`src/dtx_params.svh`:
```
// Purpose: register indices, reset values and field positions of the transmit channel
// Assumes: byte address of a register is four times its index
// Notes:   definitions only
`ifndef DTX_PARAMS_SVH
`define DTX_PARAMS_SVH

`define DTX_IDX_CTL    12'hfb8
`define DTX_IDX_IO     12'hfb9
`define DTX_IDX_HI     12'hfba
`define DTX_IDX_START  12'hfbb
`define DTX_IDX_END    12'hfbc
`define DTX_IDX_CONV   12'hfbd
`define DTX_IDX_IRQ    12'hfc6
`define DTX_IDX_MASK   12'hfd0

`define DTX_REG_RST    8'h00
`define DTX_IRQ_BIT    4
`define DTX_HI_START   3:0
`define DTX_HI_END     7:4
`define DTX_PAGE       4'hf
`define DTX_TRIG_RSVD  3'h7

`endif

```
`src/dtx_pkg.sv`:
```
// Purpose: types shared by the transmit channel
// Assumes: nothing beyond SystemVerilog packed types
// Notes:   control struct is laid out from bit 7 down to bit 0
`default_nettype none
package dtx_pkg;

  typedef enum logic [1:0] {DTX_IDLE, DTX_RD, DTX_WR} dtx_state_e;

  typedef struct packed {
    logic       en;
    logic       loop;
    logic       dir;
    logic       ie;
    logic       wsel;
    logic [2:0] trig;
  } dtx_ctl_s;

  typedef struct packed {
    logic        req;
    logic        we;
    logic [11:0] addr;
    logic [7:0]  wdata;
  } dtx_bus_s;

  typedef struct packed {
    logic [3:0] timer;
    logic       uart0Empty;
    logic       uart1Empty;
    logic       i2cEmpty;
  } dtx_trig_s;

  typedef struct packed {
    dtx_state_e  st;
    dtx_ctl_s    ctl;
    logic [7:0]  io;
    logic [7:0]  hi;
    logic [7:0]  startLo;
    logic [7:0]  endLo;
    logic [7:0]  conv;
    logic [11:0] cur;
    logic        second;
    logic        armed;
    logic        flag;
    logic        mask;
    logic        irq;
    dtx_bus_s    bus;
    logic [31:0] rdata;
  } dtx_regs_s;

endpackage
`default_nettype wire

```
`src/dtx_tx_channel.sv`:
```
// Purpose: one transmit DMA channel with its APB register slave and request flag
// Assumes: triggers and bus answers come from logic on clk_sys; busAck is a one-cycle pulse
// Notes:   each byte is a read phase then a write phase on one shared 12-bit bus
`default_nettype none
`include "dtx_params.svh"

module dtx_tx_channel
  import dtx_pkg::*;
#(
  parameter int AW = 14
) (
  input  wire logic          clk_sys,
  input  wire logic          rstn,
  input  wire logic          psel,
  input  wire logic          penable,
  input  wire logic          pwrite,
  input  wire logic [AW-1:0] paddr,
  input  wire logic [31:0]   pwdata,
  output logic [31:0]        prdata,
  output logic               pready,
  output logic               pslverr,
  input  wire dtx_trig_s     trig,
  input  wire logic          irqGlobalEn,
  output dtx_bus_s           bus,
  input  wire logic          busAck,
  input  wire logic [7:0]    busRdata,
  output logic               irq
);

  dtx_regs_s s;
  dtx_regs_s next_s;

  function automatic logic trigLevel(input logic [2:0] code, input dtx_trig_s t);
    logic lvl;
    lvl = 1'b0;
    unique case (code)
      3'h0, 3'h1, 3'h2, 3'h3: lvl = t.timer[code[1:0]];
      3'h4: lvl = t.uart0Empty;
      3'h5: lvl = t.uart1Empty;
      3'h6: lvl = t.i2cEmpty;
      `DTX_TRIG_RSVD: lvl = 1'b0;
    endcase
    return lvl;
  endfunction

  function automatic logic isReg(input logic [AW-1:0] a, input logic [11:0] idx);
    return a == AW'({idx, 2'b00});
  endfunction

  logic        lvl;
  logic        req;
  logic        done;
  logic        byteDone;
  logic        atEnd;
  logic        setup;
  logic        wrEn;
  logic        hit;
  logic        clrFlag;
  logic        swCtl;
  logic [11:0] startAddr;
  logic [11:0] endAddr;
  logic [11:0] ioAddr;
  logic [11:0] ioNext;
  logic [7:0]  rd;

  assign prdata = s.rdata;
  assign bus    = s.bus;
  assign irq    = s.irq;
  assign pready = 1'b1;

  always_comb begin
    next_s    = s;
    done      = 1'b0;
    byteDone  = 1'b0;
    rd        = 8'h00;
    lvl       = trigLevel(s.ctl.trig, trig);
    req       = s.ctl.en && lvl && s.armed;
    startAddr = {s.hi[`DTX_HI_START], s.startLo};
    endAddr   = {s.hi[`DTX_HI_END], s.endLo};
    ioAddr    = {`DTX_PAGE, s.io};
    ioNext    = {`DTX_PAGE, s.io + 8'h01};
    atEnd     = s.cur == endAddr;
    setup     = psel && !penable;
    wrEn      = psel && penable && pwrite;
    hit       = isReg(paddr, `DTX_IDX_CTL) || isReg(paddr, `DTX_IDX_IO) ||
                isReg(paddr, `DTX_IDX_HI) || isReg(paddr, `DTX_IDX_START) ||
                isReg(paddr, `DTX_IDX_END) || isReg(paddr, `DTX_IDX_CONV) ||
                isReg(paddr, `DTX_IDX_IRQ) || isReg(paddr, `DTX_IDX_MASK);
    pslverr   = psel && penable && !hit;
    clrFlag   = wrEn && isReg(paddr, `DTX_IDX_IRQ) && pwdata[`DTX_IRQ_BIT];
    swCtl     = wrEn && isReg(paddr, `DTX_IDX_CTL);

    // re-arm only once the selected trigger has dropped
    if (!lvl) begin
      next_s.armed = 1'b1;
    end

    unique case (s.st)
      DTX_IDLE: begin
        if (req) begin
          next_s.armed    = 1'b0;
          next_s.second   = 1'b0;
          next_s.st       = DTX_RD;
          next_s.bus.req  = 1'b1;
          next_s.bus.we   = 1'b0;
          next_s.bus.addr = s.ctl.dir ? ioAddr : s.cur;
        end
      end
      DTX_RD: begin
        if (busAck) begin
          next_s.st        = DTX_WR;
          next_s.bus.we    = 1'b1;
          next_s.bus.wdata = busRdata;
          next_s.bus.addr  = s.ctl.dir ? s.cur : (s.second ? ioNext : ioAddr);
        end
      end
      DTX_WR: begin
        if (busAck) begin
          byteDone       = 1'b1;
          next_s.st      = DTX_IDLE;
          next_s.bus.req = 1'b0;
          next_s.bus.we  = 1'b0;
          if (atEnd) begin
            done       = 1'b1;
            next_s.cur = startAddr;
            if (!s.ctl.loop) begin
              next_s.ctl.en = 1'b0;
            end
          end else begin
            next_s.cur = s.cur + 12'h001;
            // second byte of a word request, unless software disabled the channel
            if (s.ctl.wsel && !s.second && s.ctl.en) begin
              next_s.second   = 1'b1;
              next_s.st       = DTX_RD;
              next_s.bus.req  = 1'b1;
              next_s.bus.addr = s.ctl.dir ? ioNext : s.cur + 12'h001;
            end
          end
        end
      end
    endcase

    // set wins over a simultaneous write-one clear
    next_s.flag = (done && s.ctl.ie) || (s.flag && !clrFlag);
    next_s.irq  = next_s.flag && s.mask && irqGlobalEn;

    unique case (1'b1)
      isReg(paddr, `DTX_IDX_CTL):   rd = s.ctl;
      isReg(paddr, `DTX_IDX_IO):    rd = s.io;
      isReg(paddr, `DTX_IDX_HI):    rd = s.hi;
      isReg(paddr, `DTX_IDX_START): rd = s.cur[7:0];
      isReg(paddr, `DTX_IDX_END):   rd = s.endLo;
      isReg(paddr, `DTX_IDX_CONV):  rd = s.conv;
      isReg(paddr, `DTX_IDX_IRQ):   rd = {3'h0, s.flag, 4'h0};
      isReg(paddr, `DTX_IDX_MASK):  rd = {3'h0, s.mask, 4'h0};
      default:                      rd = 8'h00;
    endcase
    if (setup && !pwrite) begin
      next_s.rdata = {24'h000000, rd};
    end

    // software writes come last and win over engine updates
    if (wrEn) begin
      if (isReg(paddr, `DTX_IDX_CTL)) begin
        next_s.ctl = pwdata[7:0];
      end
      if (isReg(paddr, `DTX_IDX_IO)) begin
        next_s.io = pwdata[7:0];
      end
      if (isReg(paddr, `DTX_IDX_HI)) begin
        next_s.hi        = pwdata[7:0];
        next_s.cur[11:8] = pwdata[3:0];
      end
      if (isReg(paddr, `DTX_IDX_START)) begin
        next_s.startLo  = pwdata[7:0];
        next_s.cur[7:0] = pwdata[7:0];
      end
      if (isReg(paddr, `DTX_IDX_END)) begin
        next_s.endLo = pwdata[7:0];
      end
      if (isReg(paddr, `DTX_IDX_CONV)) begin
        next_s.conv = pwdata[7:0];
      end
      if (isReg(paddr, `DTX_IDX_MASK)) begin
        next_s.mask = pwdata[`DTX_IRQ_BIT];
      end
    end
  end

  always_ff @(posedge clk_sys or negedge rstn) begin
    if (!rstn) begin
      s       <= '0;
      s.ctl   <= `DTX_REG_RST;
      s.armed <= 1'b1;
    end else begin
      s <= next_s;
    end
  end
endmodule
`default_nettype wire

```
`config.mk`:
```
export PLATFORM = sky130hd
export DESIGN_NAME = dtx_tx_channel
export DESIGN_NICKNAME = d
export VERILOG_FILES = /design/src/dtx_pkg.sv /design/src/dtx_tx_channel.sv
export VERILOG_INCLUDE_DIRS = /design/src
export SDC_FILE = /design/constraint.sdc
export NUM_CORES = 1
export LEC_CHECK = 0
export CAP_MARGIN = 20
export CORE_MARGIN = 2
export CORE_UTILIZATION = 35
export CTS_CLUSTER_SIZE = 16
export DETAILED_ROUTE_END_ITERATION = 12
export DONT_BUFFER_PORTS = 1
export REMOVE_ABC_BUFFERS = 1
export SYNTH_ARGS = -nofsm -noshare
export SYNTH_HDL_FRONTEND = slang
export SYNTH_SLANG_ARGS = --single-unit
```
`constraint.sdc`:
```
create_clock -name clk_sys -period 2.9 [get_ports clk_sys]
set_clock_uncertainty 0.15 [all_clocks]
set_input_delay 0.725 -clock clk_sys [delete_from_list [all_inputs] [get_ports clk_sys]]
set_output_delay 0.725 -clock clk_sys [all_outputs]
set_load 0.005 [all_outputs]
```
-- Word-level counts from Yosys, hierarchy flattened
Cells that the tools add are included.
- register bits after elaboration: 97
- latch bits: 0
- bits in writable memories: 0
- bits in read-only memories: 0
- input bits: 68
- output and inout bits: 57
- logic and storage cells: 140
- memories kept: 0
- add/sub/neg operators: 2
- multipliers: 0
- div/mod/pow operators: 0
- magnitude comparators: 1
- eq/ne operators: 23
- shift operators: 0
- muxes and demuxes: 47
- bitwise logic cells: 0
- reduce and logical (&&, ||, !) cells: 44
- operators with widths (kind ; count):
    14-bit == test (second input constant) ; 8
    12-bit 2-to-1 mux ; 7
    8-bit 2-to-1 mux ; 8
    8-bit one-hot mux with 8 select lines ; 1
    60-bit 2-to-1 mux ; 1
    13-bit one-hot mux with 3 select lines ; 1
    14-bit 2-to-1 mux ; 2
    21-bit 2-to-1 mux ; 1
    2-bit AND reduction ; 8
    1-bit logical AND ; 15
    1-bit 2-to-1 mux ; 14
    13-bit 2-to-1 mux ; 1
    12-bit by 1-bit adder with 12-bit output (second input constant) ; 1
    12-bit == test ; 1
    3-bit == test (second input constant) ; 4
    2-bit != test (second input constant) ; 5
    5-bit AND reduction ; 2
    8-bit by 1-bit adder with 8-bit output (second input constant) ; 1
    1-bit logical OR ; 8
    2-bit 2-to-1 mux ; 4
    3-bit by 2-bit == test with 1-bit output (second input constant) ; 2
    2-bit one-hot mux with 3 select lines ; 1
    3-bit AND reduction ; 2
    1-bit logical NOT ; 5
    13 further kinds ; 14

-- Logic depth before layout (Yosys ltp)
Gate-level depths: netlist (run 1).
- depth after elaboration: 10
- mapped depth: 9
- gate-level depth less buffers: 8

-- Worst setup path before layout (run 1)
Ideal clock, no wire load.
- path kind: input port to output port
- from: input port paddr[1]
- to: output port pslverr
- arrival time: 1.962 ns
- required time: 2.025 ns
- path slack: 0.063 ns
- cell stages on the path: 7
- path buffers: 2
- cells stage by stage: or4b_1 buf_6 nor3_4 buf_6 o21ai_1 a21oi_2 nor2_1
- word-level cells in the longest chain between the ends: 10
- elaborated cells between the ends (all ways): 17
- those cells by class: eq/ne: 8; reduce/logical: 9
- ends and longest elaborated chain (item ; RTL line ; text):
    from (decl) ; dtx_tx_channel.sv:17 ; input wire logic [AW-1:0] paddr,
    14-bit == test ; dtx_tx_channel.sv:47 ; return a == AW'({idx, 2'b00});
    1-bit logical OR (6 in a row) ; dtx_tx_channel.sv:85 ; hit = isReg(paddr, `DTX_IDX_CTL) || isReg(paddr, `DTX_IDX_IO) ||
    1-bit logical OR (*) ; dtx_tx_channel.sv:85 ;
    1-bit logical NOT (*) ; dtx_tx_channel.sv:89 ; pslverr = psel && penable && !hit;
    1-bit logical AND (*) ; dtx_tx_channel.sv:89 ;
    to (decl) ; dtx_tx_channel.sv:21 ; output logic pslverr,
Every way passes the cells marked *; elsewhere a longest branch is shown, timed or not.

-- Final worst setup path (run 1)
Same ends and word-level chain as after synthesis.

==> implementation parameters, run 1 <==
Parameter                              Value

Global route
  Met2 usage ... 25.9%
  Total overflow reported by the global router ... 0
  Fraction of met1 tracks used by global routing ... 25.0%
  Global-route met3 utilization ... 4.80%
  Global-route usage over all layers ... 17.6%
  Initial antenna violation count ... 0
  Maximum number of pins on one net before global-route repair ... 98
  Global-route wire length before repair ... 26.9 mm
  Peak-usage layer in the global routing report ... met2
  Via count of the first global-routing pass ... 4,785

Clocking
  Clock edge transition at the registers on the reported setup and hold paths ... 0.07 ns
  Clock buffer count from CTS ... 9
  Post-cts resize count ... 0
  Maximum buffer depth of the clock tree ... 2
  Skew-Pair Late Insertion Delay ... 0.36 ns
  CTS H-tree lvls ... 3
  Number of sinks driven by the clock tree ... 97
  Number of buffers added for setup after CTS ... 0
  Clock root buffer ... sky130_fd_sc_hd__clkbuf_16
  TritonCTS clock tree ... done

Finish
  Layout net count ... 711
  Antenna diode instance count ... 0
  Multi-input logic area ... 0.00334 mm2
  Filler Cells Inserted ... 1,806
  Synth-to-layout area growth ... 4.72%
  Final cell utilization of the core ... 37.2%
  Register cell area after layout ... 0.00243 mm2
  Fraction of final layout cells with drive strength greater than 1 ... 19.0%

Setup path
  Cells along the critical path ... or4b_1 -> nor3_4 -> o21ai_1 -> a21oi_2 -> nor2_1
  Largest driver fanout on the critical path ... 4
  Setup crit end kind ... output port
  Startpoint type of the worst setup path ... input pin
  Critical Path Slowest Stage Cell ... sky130_fd_sc_hd__or4b_1
  Largest stage delay on the critical path ... 0.59 ns
  WS Path Type ... in -> out
  Required time of the critical path ... 2.03 ns
  Critical path data arrival time ... 1.80 ns

Synthesis
  Biggest area consumer among synthesized cells ... sky130_fd_sc_hd__dfrtp_1
  Syn Inst Count ... 671
  Synth top area cells ... sky130_fd_sc_hd__dfrtp_1, sky130_fd_sc_hd__buf_4, sky130_fd_sc_hd__mux2_2, sky130_fd_sc_hd__nand2_1, sky130_fd_sc_hd__mux2_4
  Async set-or-reset flop fraction in the synthesized netlist ... 100%
  Area share of the largest cell type after synthesis ... 37.8%
  Avg Cell Area, Syn ... 9.48 um2
  Summed instance area of the synthesized netlist ... 0.00636 mm2
  Synthesized flop and latch total ... 97
  Count of synthesis-stage warnings from yosys ... 0
  Sequential element share of the synthesized area ... 38.2%
  EDFF count, synth ... 0
  Unique cell type count in the Yosys netlist ... 70
  Synth Flop Type ... sky130_fd_sc_hd__dfrtp_1

Timing
  Slew at the pin closest to its max-slew limit ... 0.671 ns
  Worst hold-check slack ... -0.0953 ns
  Pins over their slew limit ... 0
  Number of endpoints with negative hold slack in the final report ... 96
  Final cycle utilization of the critical path ... 92.4%
  Fmax ... 373 MHz
  RSZ-0062 raised after global routing ... false
  Slew margin rel. ... 55.3%
  Final setup fails ... 0
  Min Tclk post-route ... 2.68 ns
  Final sum of negative setup slack ... 0 ns

Routing
  Final routed DRC violation total ... 0
  Final routed wire length divided by cell count ... 19.2 um
  Via/cell ratio ... 5.63
  Aggregate routed wire length ... 16.7 mm
  Number of optimization iterations in the first detailed-route pass ... 5
  Total number of vias ... 4,905
  Number of DRC markers in iteration 0 ... 551
  Antenna violation net count after detailed routing ... 0

Run status
  Violated checks ... negative hold slack
  Run status ... complete, but fails checks

Die
  I/O pin total ... 125
  DIE HEIGHT ... 139 um
  Initial standard-cell utilization of the core ... 35.5%
  Core Rows ... 49
  Die extent in x ... 139 um
  DIE AREA ... 0.0193 mm2
  Core Region ... 0.0179 mm2

Placed design
  Number of input and output port buffers inserted ... 0
  Hpwl dp ... 12.3 mm
  Placer Congestion ... 0.853

Power
  Power per cell area ... 595 mW/mm2
  Maximum ir drop on the vdd rail ... 0.451 mV
  Static Leak ... 2.97 nW

Flow run
  Max-cap viol count ... 0

Worst hold path
  Class of the worst hold path ... in -> async
final timing paths:
kind | start | end | slack [ns] | depth (start not counted)
max in group asynchronous | rstn | s[57]$_DFF_PN1_ | 2.44 | 0
setup reg to reg | s[113]$_DFFE_PN0P_ | bus[8]$_DFFE_PN0P_ | 0.42 | 7
min in group clk_sys | s[57]$_DFF_PN1_ | s[57]$_DFF_PN1_ | 0.32 | 2
hold reg to reg | s[57]$_DFF_PN1_ | s[57]$_DFF_PN1_ | 0.32 | 2
setup / recovery | paddr[1] | pslverr | 0.22 | 5
hold / removal | rstn | irq$_DFF_PN0_ | -0.1 | 0
per-stage QoR:
step                cell area (um2)  setup slack, ns  instances  hold WS (ns)  total power, mW
finish                         6660            0.221        872       -0.0953             3.96
global route                   6660            0.176        872        -0.113             4.19
CTS                            6660            0.223        872        -0.109             4.01
detailed placement             6350            0.153        856         0.282             2.73
global placement               6350            0.220        856         0.283             2.70
floorplan                      5820          -0.0857        596         0.279             2.38
metal layers:
metal | wire length (um) | vias up | share of wire (%)
met5 | 0 | - | 0
met2 | 7350 | 214 | 44
met3 | 1310 | 23 | 7.8
met4 | 380 | 0 | 2.3
li1 | - | 2248 | -
met1 | 7700 | 2420 | 46
worst max-delay path: cells and delay by family:
kind / cells / cell delay (ns)
simple gates: 3 / 0.82
compound gates: 2 / 0.26
sequential cells by signal (all words and copies together), names as in the netlist:
register / flops
irq: 1
bus: 22
ioAddr: 8
s: 46
prdata: 8
endAddr: 12
power by group:
group / switching (mW) / internal, mW
Clock: 0.577 / 0.687
Combinational: 0.592 / 0.495
Sequential: 0.118 / 1.49
layout make-up:
class | instances | share of cell area, %
inverters | 14 | 0.789
well taps | 229 | 4.30
multi-input cells | 485 | 50.1
clock inverters | 7 | 1.31
clock buffers | 9 | 3.38
repair buffers | 31 | 3.68
flip-flops and latches | 97 | 36.5
synthesized netlist by cell type (7+ instances only):
cell and instances:
sky130_fd_sc_hd__a21oi_1 13, sky130_fd_sc_hd__a22oi_1 13, sky130_fd_sc_hd__a31oi_1 9, sky130_fd_sc_hd__and3_1 12, sky130_fd_sc_hd__buf_2 11, sky130_fd_sc_hd__buf_4 56, sky130_fd_sc_hd__clkbuf_1 25, sky130_fd_sc_hd__dfrtp_1 96
sky130_fd_sc_hd__inv_1 14, sky130_fd_sc_hd__mux2_2 37, sky130_fd_sc_hd__mux2_4 18, sky130_fd_sc_hd__mux2i_1 16, sky130_fd_sc_hd__nand2_1 102, sky130_fd_sc_hd__nand3_1 24, sky130_fd_sc_hd__nand4_1 12, sky130_fd_sc_hd__nor2_1 16
sky130_fd_sc_hd__nor2b_1 7, sky130_fd_sc_hd__nor3_1 11, sky130_fd_sc_hd__o21ai_0 34, sky130_fd_sc_hd__o2bb2ai_1 7, sky130_fd_sc_hd__xnor2_1 25
cells in the final DEF (no fill, tap or decap), types with 5 or more instances in the layout:
master                      instances
sky130_fd_sc_hd__nand4_1           12
sky130_fd_sc_hd__nor3_1            11
sky130_fd_sc_hd__xnor2_1           25
sky130_fd_sc_hd__a211oi_1           6
sky130_fd_sc_hd__nand3_1           24
sky130_fd_sc_hd__nor3b_1            5
sky130_fd_sc_hd__o2bb2ai_1          7
sky130_fd_sc_hd__mux2i_1           16
sky130_fd_sc_hd__nand2_1          102
sky130_fd_sc_hd__nor2_1            16
sky130_fd_sc_hd__buf_4             30
sky130_fd_sc_hd__nor2b_1            7
sky130_fd_sc_hd__a222oi_1           5
sky130_fd_sc_hd__o21ai_0           34
sky130_fd_sc_hd__clkbuf_16          9
sky130_fd_sc_hd__o22ai_1            5
sky130_fd_sc_hd__a31oi_1            9
sky130_fd_sc_hd__and3_1            12
sky130_fd_sc_hd__a21oi_1           13
sky130_fd_sc_hd__inv_1             14
sky130_fd_sc_hd__o211ai_1           5
sky130_fd_sc_hd__mux2_2            37
sky130_fd_sc_hd__ha_1               5
sky130_fd_sc_hd__a22oi_1           13
sky130_fd_sc_hd__dfrtp_1           96
sky130_fd_sc_hd__a21boi_0           5
sky130_fd_sc_hd__conb_1            25
sky130_fd_sc_hd__mux2_4            18
cells by family after synthesis:
family,share of synthesized area [%]
AND/OR/NAND/NOR,19.3
other,0.118
multiplexers,13.7
adder cells (fa/ha/maj),0.983
buffers and inverters,10.7
XOR/XNOR,3.99
AO/OA/AOI/OAI,13.1
flip-flops,38.2
No activity file was read; power rests on OpenSTA's default activity.
==> inputs of run 2 (changes only) <==
REMOVE_ABC_BUFFERS = default   (was 1)
==> implementation parameters, run 2 (same netlist as run 1, synthesis figures left out) <==
Parameter                              Value

Setup path
  Reg-to-reg startpoint ... s[113]$_DFFE_PN0P_
  WS Path Type ... in -> out
  Critical Path Slowest Stage Cell ... sky130_fd_sc_hd__or4_1
  Buffers & Inverters on Critical Path ... 0 (unchanged)
  Setup crit end kind ... output port
  Critical path data arrival time ... 1.85 ns (+0.05 ns)
  Cell repeated most along the worst path ... sky130_fd_sc_hd__nor2_1
  Largest driver fanout on the critical path ... 4 (unchanged)
  Worst reg2reg path endpoint ... bus[9]$_DFFE_PN0P_
  Required time of the critical path ... 2.03 ns (about the same)
  Largest stage delay on the critical path ... 0.52 ns (-0.07 ns)
  Worst-case register-to-register setup slack ... 0.24 ns (-0.18 ns)
  Startpoint type of the worst setup path ... input pin
  Largest delay contributor family on the critical path ... simple AND/OR/NAND/NOR gates
  Cells along the critical path ... or4_1 -> nor2_1 -> o21ai_1 -> a21oi_2 -> nor2_1
  Number of cells on the worst reg-to-reg path ... 6 (-1)

Die
  DIE AREA ... 0.0193 mm2 (unchanged)
  Core Rows ... 49 (unchanged)
  DIE HEIGHT ... 139 um (unchanged)
  Core Region ... 0.0179 mm2 (unchanged)
  Die extent in x ... 139 um (unchanged)
  I/O pin total ... 125 (unchanged)
  Initial standard-cell utilization of the core ... 35.5% (unchanged)

Clocking
  Number of sinks driven by the clock tree ... 97 (unchanged)
  TritonCTS clock tree ... done
  Maximum buffer depth of the clock tree ... 2 (unchanged)
  CTS H-tree lvls ... 3 (unchanged)
  Number of buffers added for setup after CTS ... 0 (unchanged)
  Clock edge transition at the registers on the reported setup and hold paths ... 0.07 ns (about the same)
  Clock buffer count from CTS ... 9 (unchanged)
  Clock root buffer ... sky130_fd_sc_hd__clkbuf_16
  Skew-Pair Late Insertion Delay ... 0.36 ns (about the same)
  Post-cts resize count ... 0 (unchanged)

Routing
  Aggregate routed wire length ... 16.6 mm (-0.93%)
  Final routed DRC violation total ... 0 (unchanged)
  Antenna violation net count after detailed routing ... 0 (unchanged)
  Via/cell ratio ... 5.51 (-2.1%)
  Number of optimization iterations in the first detailed-route pass ... 6 (+1)
  Final routed wire length divided by cell count ... 19.0 um (-0.93%)
  Number of DRC markers in iteration 0 ... 505 (-8.3%)
  Total number of vias ... 4,802 (-2.1%)

Flow run
  Max-cap viol count ... 0 (unchanged)

Power
  Internal power consumption ... 2.55 mW (-4.5%)
  Power per cell area ... 581 mW/mm2 (-2.2%)
  Reg power frac ... 41.9% (+1.2 points)
  Static Leak ... 2.95 nW (-0.48%)
  Share of total power in the clock network ... 31.0% (-0.9 points)
  Portion of total power attributed to combinational logic ... 27.2% (-0.2 points)
  Switching portion of total power ... 33.8% (+1.3 points)
  Maximum ir drop on the vdd rail ... 0.437 mV (-3.1%)
  Net switching component of the power ... 1.30 mW (+1.1%)

Placed design
  Total placed cells including tap cells ... 856 (unchanged)
  Hpwl dp ... 12.4 mm (+0.67%)
  Placer Congestion ... 0.923 (+8.2%)
  Number of input and output port buffers inserted ... 0 (unchanged)
  Post-placement worst setup slack ... 0.120 ns (-0.0335 ns)

Finish
  Antenna diode instance count ... 0 (unchanged)
  Fin cells ... 872 (unchanged)
  Commonest non-fill, non-tap cell in the layout ... sky130_fd_sc_hd__nand2_1
  Number of flip-flops under the largest register name ... 46 (unchanged)
  Largest Register ... s
  Synth-to-layout area growth ... 4.21%
  Fraction of final layout cells with drive strength greater than 1 ... 19.0% (unchanged)
  Layout net count ... 711 (unchanged)
  Highest-count cells in the layout ignoring fill and taps ... sky130_fd_sc_hd__nand2_1, sky130_fd_sc_hd__dfrtp_1, sky130_fd_sc_hd__mux2_2, sky130_fd_sc_hd__o21ai_0, sky130_fd_sc_hd__buf_4

Run status
  Violated checks ... negative hold slack
  Run status ... complete, but fails checks

Timing
  Min Tclk post-route ... 2.72 ns (+0.0452 ns)
  Number of endpoints with negative hold slack in the final report ... 96 (unchanged)
  Final sum of negative setup slack ... 0 ns (unchanged)
  Final cycle utilization of the critical path ... 93.9% (+1.6 points)
  Smallest setup slack after layout ... 0.176 ns (-0.0452 ns)
  Pins over their slew limit ... 0 (unchanged)
  Slew margin rel. ... 48.0% (-7.3 points)
  Final setup fails ... 0 (unchanged)
  RSZ-0062 raised after global routing ... false
  Slew at the pin closest to its max-slew limit ... 0.780 ns (+0.109 ns)
  Fmax ... 367 MHz (-1.7%)
  Worst hold-check slack ... -0.0893 ns (+0.00595 ns)

Global route
  Initial antenna violation count ... 0 (unchanged)
  Global-route usage over all layers ... 17.4% (-0.13 points)
  Maximum number of pins on one net before global-route repair ... 98 (unchanged)
  Via count of the first global-routing pass ... 4,759 (-0.54%)
  Global-route wire length before repair ... 26.7 mm (-0.74%)
  Total overflow reported by the global router ... 0 (unchanged)

Worst hold path
  Class of the worst hold path ... in -> async
run 2: cell types whose count changed in the layout (fill, tap and decap cells not counted), sizes merged:
cell | previous run | this run
inv | 17 | 19
bufinv | 1 | 0
clkinv | 2 | 1
run 2: final cells by class:
cell class	instances	area [um2]
Sequential cell	97	2430
Timing Repair Buffer	31	233
Fill cell	1802	11300
Multi-Input combinational cell	485	3340
Clock buffer	9	225
Inverter	14	52.6
Clock inverter	7	67.6
Tap cell	229	287
run 2: power groups by stage:
stage / Clock, mW / Combinational (mW) / Sequential (mW)
floorplan: 0 / 1.05 / 1.58
global placement: 0 / 1.02 / 1.64
detailed placement: 0 / 1.04 / 1.65
CTS: 1.23 / 1.04 / 1.62
global route: 1.29 / 1.16 / 1.63
finish: 1.19 / 1.05 / 1.61
run 2: worst max path at each step:
| stage | start | cells after the start | slack (ns) | to |
|---|---|---|---|---|
| final | paddr[1] | 5 | 0.18 | pslverr |
| after CTS | paddr[1] | 5 | 0.16 | pslverr |
| after global placement | trig[0] | 6 | 0.15 | bus[9]$_DFFE_PN0P_ |
| after global routing | paddr[1] | 5 | 0.11 | pslverr |
| after detailed placement | trig[0] | 6 | 0.12 | bus[8]$_DFFE_PN0P_ |
| after floorplan | paddr[1] | 7 | 0.06 | pslverr |
run 2: stage by stage:
step	hold slack (ns)	utilization [%]	cell area, um2	power (mW)
floorplan	0.279	-	6450	2.63
global placement	0.286	35.4	6340	2.66
detailed placement	0.286	35.4	6340	2.68
CTS	-0.106	37.0	6630	3.89
global route	-0.109	37.0	6630	4.08
finish	-0.0893	37.0	6630	3.86
run 2: metal layers:
metal | track usage (%) | up-vias | wire length, um
met5 | 0 | - | 0
met1 | 24.9 | 2332 | 7680
met4 | 5.53 | 0 | 282
li1 | - | 2238 | -
met2 | 26.3 | 210 | 7480
met3 | 3.94 | 22 | 1150
run 2: worst register-to-register path: stages (launching register included):
cell and delay, ns:
sky130_fd_sc_hd__dfrtp_1 0.48, sky130_fd_sc_hd__mux2_2 0.37, sky130_fd_sc_hd__mux4_2 0.56, sky130_fd_sc_hd__nand3_2 0.17, sky130_fd_sc_hd__nand2_4 0.08, sky130_fd_sc_hd__o21ai_2 0.32
sky130_fd_sc_hd__mux2_2 0.41
==> inputs of run 3 (changes only) <==
ABC_AREA = 1   (was default)
==> implementation parameters, run 3 <==
Parameter                              Value

Timing
  Smallest setup slack after layout ... 0.286 ns (+0.110 ns)
  Min Tclk post-route ... 2.61 ns (-0.110 ns)
  Final cycle utilization of the critical path ... 90.1% (-3.8 points)
  Final setup fails ... 0 (unchanged)
  Final sum of negative setup slack ... 0 ns (unchanged)
  Fmax ... 383 MHz (+4.2%)
  Pins over their slew limit ... 0 (unchanged)
  Number of endpoints with negative hold slack in the final report ... 96 (unchanged)
  Slew at the pin closest to its max-slew limit ... 0.743 ns (-0.0375 ns)
  Worst hold-check slack ... -0.0883 ns (+0.00105 ns)
  RSZ-0062 raised after global routing ... false
  Slew margin rel. ... 50.2% (+2.2 points)

Placed design
  Hpwl dp ... 13.8 mm (+11%)
  Total placed cells including tap cells ... 1,128 (+32%)
  Post-placement worst setup slack ... 0.341 ns (+0.221 ns)
  Cell Area, Placed ... 0.00628 mm2 (-0.87%)
  Number of input and output port buffers inserted ... 0 (unchanged)
  Placer Congestion ... 0.910 (-1.5%)

Setup path
  Worst reg2reg path endpoint ... s[58]$_DFFE_PN0P_
  Critical path data arrival time ... 2.76 ns (+0.91 ns)
  Cell repeated most along the worst path ... sky130_fd_sc_hd__nand2_1
  Largest stage delay on the critical path ... 0.60 ns (+0.08 ns)
  WS Path Type ... reg -> reg
  Largest driver fanout on the critical path ... 26 (+22)
  Required time of the critical path ... 3.05 ns (+1.02 ns)
  Number of cells on the worst reg-to-reg path ... 9 (+3)
  Cells along the critical path ... inv_1 -> ha_1 -> nand2_1 -> clkinv_1 -> a21oi_1 -> nor2_1 -> nand2_1 -> nand2_1 -> nand2_1
  Startpoint type of the worst setup path ... flop
  Reg-to-reg startpoint ... s[119]$_DFFE_PN0P_
  Critical Path Slowest Stage Cell ... sky130_fd_sc_hd__clkinv_1
  Setup crit end kind ... flop
  Worst-case register-to-register setup slack ... 0.29 ns (+0.05 ns)

Global route
  Global-route wire length before repair ... 29.2 mm (+9.5%)
  Maximum number of pins on one net before global-route repair ... 98 (unchanged)
  Via count of the first global-routing pass ... 5,432 (+14%)
  Initial antenna violation count ... 0 (unchanged)
  Total overflow reported by the global router ... 0 (unchanged)
  Global-route usage over all layers ... 19.2% (+1.8 points)

Routing
  Via/cell ratio ... 5.05 (-8.3%)
  Final routed wire length divided by cell count ... 16.0 um (-16%)
  Total number of vias ... 5,774 (+20%)
  Number of DRC markers in iteration 0 ... 687 (+36%)
  Antenna violation net count after detailed routing ... 0 (unchanged)
  Final routed DRC violation total ... 0 (unchanged)
  Aggregate routed wire length ... 18.3 mm (+10%)
  Number of optimization iterations in the first detailed-route pass ... 6 (unchanged)

Clocking
  Number of buffers added for setup after CTS ... 0 (unchanged)
  Clock root buffer ... sky130_fd_sc_hd__clkbuf_16
  Clock buffer count from CTS ... 9 (unchanged)
  TritonCTS clock tree ... done
  Clock edge transition at the registers on the reported setup and hold paths ... 0.07 ns (about the same)
  Number of sinks driven by the clock tree ... 97 (unchanged)
  CTS H-tree lvls ... 3 (unchanged)
  Maximum buffer depth of the clock tree ... 2 (unchanged)
  Post-cts resize count ... 0 (unchanged)
  Skew-Pair Late Insertion Delay ... 0.36 ns (about the same)

Worst hold path
  Class of the worst hold path ... in -> async

Synthesis
  Synth top area cells ... sky130_fd_sc_hd__dfrtp_1, sky130_fd_sc_hd__nand2_1, sky130_fd_sc_hd__buf_4, sky130_fd_sc_hd__nand3_1, sky130_fd_sc_hd__o21ai_0
  Syn Inst Count ... 949 (+41%)
  Synth Flop Type ... sky130_fd_sc_hd__dfrtp_1
  Unique cell type count in the Yosys netlist ... 36 (-49%)
  Area share of the largest cell type after synthesis ... 37.7% (about the same)
  Sequential element share of the synthesized area ... 38.1% (about the same)
  Avg Cell Area, Syn ... 6.71 um2 (-29%)
  EDFF count, synth ... 0 (unchanged)
  Most common cell in the netlist ... sky130_fd_sc_hd__nand2_1
  Summed instance area of the synthesized netlist ... 0.00637 mm2 (about the same)
  Async set-or-reset flop fraction in the synthesized netlist ... 100% (unchanged)
  Top cells by count, synth ... sky130_fd_sc_hd__nand2_1, sky130_fd_sc_hd__dfrtp_1, sky130_fd_sc_hd__nand3_1, sky130_fd_sc_hd__inv_1, sky130_fd_sc_hd__o21ai_0
  Count of synthesis-stage warnings from yosys ... 0 (unchanged)
  Synthesized flop and latch total ... 97 (unchanged)
  Biggest area consumer among synthesized cells ... sky130_fd_sc_hd__dfrtp_1

Run status
  Run status ... complete, but fails checks
  Violated checks ... negative hold slack

Die
  I/O pin total ... 125 (unchanged)
  DIE AREA ... 0.0193 mm2 (about the same)
  Die extent in x ... 139 um (about the same)
  Initial standard-cell utilization of the core ... 35.6% (about the same)
  Core Rows ... 49 (unchanged)
  Core Region ... 0.0179 mm2 (unchanged)
  DIE HEIGHT ... 139 um (about the same)

Finish
  Filler Cells Inserted ... 1,964 (+9.0%)
  Antenna diode instance count ... 0 (unchanged)
  Largest Register ... s
  Layout net count ... 983 (+38%)
  Commonest non-fill, non-tap cell in the layout ... sky130_fd_sc_hd__nand2_1
  Final cell utilization of the core ... 36.7% (-0.36 points)
  Synth-to-layout area growth ... 3.10%
  Highest-count cells in the layout ignoring fill and taps ... sky130_fd_sc_hd__nand2_1, sky130_fd_sc_hd__dfrtp_1, sky130_fd_sc_hd__nand3_1, sky130_fd_sc_hd__inv_1, sky130_fd_sc_hd__o21ai_0
  Cell area after layout ... 0.00657 mm2 (-0.98%)
  Fraction of final layout cells with drive strength greater than 1 ... 6.23% (-13 points)
  Number of flip-flops under the largest register name ... 46 (unchanged)
  Fin cells ... 1,144 (+31%)

Flow run
  Max-cap viol count ... 0 (unchanged)

Power
  Static Leak ... 3.29 nW (+11%)
  Overall Power ... 4.16 mW (+7.8%)
  Maximum ir drop on the vdd rail ... 0.326 mV (-26%)
  Power per cell area ... 633 mW/mm2 (+8.9%)
## run 3: changes by cell type in the layout (fill, tap and decap cells not counted), sizes merged, moves of 16 or more
cell / delta
inv: +66
mux2: -55
mux2i: -16
nand2: +265
nand3: +60
nor2: +37
o21ai: +49
xnor2: -21
## run 3: cell type report
cell class,instances,area (um2),share of cell area (%)
clock inverter,4,26.3,0.400
tap,229,287,4.36
sequential,97,2430,37.0
inverter,88,330,5.03
clock buffer,12,256,3.91
timing repair buffer,16,120,1.83
multi-input combinational,698,3120,47.5
## run 3: worst max-delay path by stage
stage,start,to,slack [ns],cells after the start
2_1_floorplan,paddr[11],pslverr,0.38,7
3_3_place_gp,paddr[1],pslverr,0.34,6
3_5_place_dp,paddr[1],pslverr,0.34,6
4_1_cts,s[119]$_DFFE_PN0P_,s[58]$_DFFE_PN0P_,0.34,9
5_1_grt,s[119]$_DFFE_PN0P_,s[58]$_DFFE_PN0P_,0.1,9
6_report,s[119]$_DFFE_PN0P_,s[58]$_DFFE_PN0P_,0.29,9
## run 3: power breakdown
group          switching, mW  total [mW]  internal [mW]
sequential             0.209        1.74           1.53
combinational          0.886        1.26          0.376
clock                  0.527        1.16          0.629
total                   1.62        4.16           2.53
## run 3: per-layer routing
layer  global-route usage (%)  vias up  routed length (um)
met1                     25.6     2707                8190
met2                     31.3      171                8600
met4                     6.65        0                 386
met5                        0        -                   0
li1                         -     2867                   -
met3                     3.94       29                1120
## run 3: worst max-delay path, delay by kind of cell (launching register included)
family                     cells  cell delay [ns]
adders and majority gates      1             0.44
DFF                            1             0.38
and+or+nand+nor                5             0.49
AOI/OAI and AO/OA              1             0.42
buffers and inverters          2             0.67
## run 3: logic make-up after synthesis
logic type	synth area share, %
AOI/OAI and AO/OA	9.88
xor gates and xnor gates	0.688
buffers and inverters	14.3
DFF	38.1
and+or+nand+nor	35.9
adders and majority gates	0.983
other	0.118
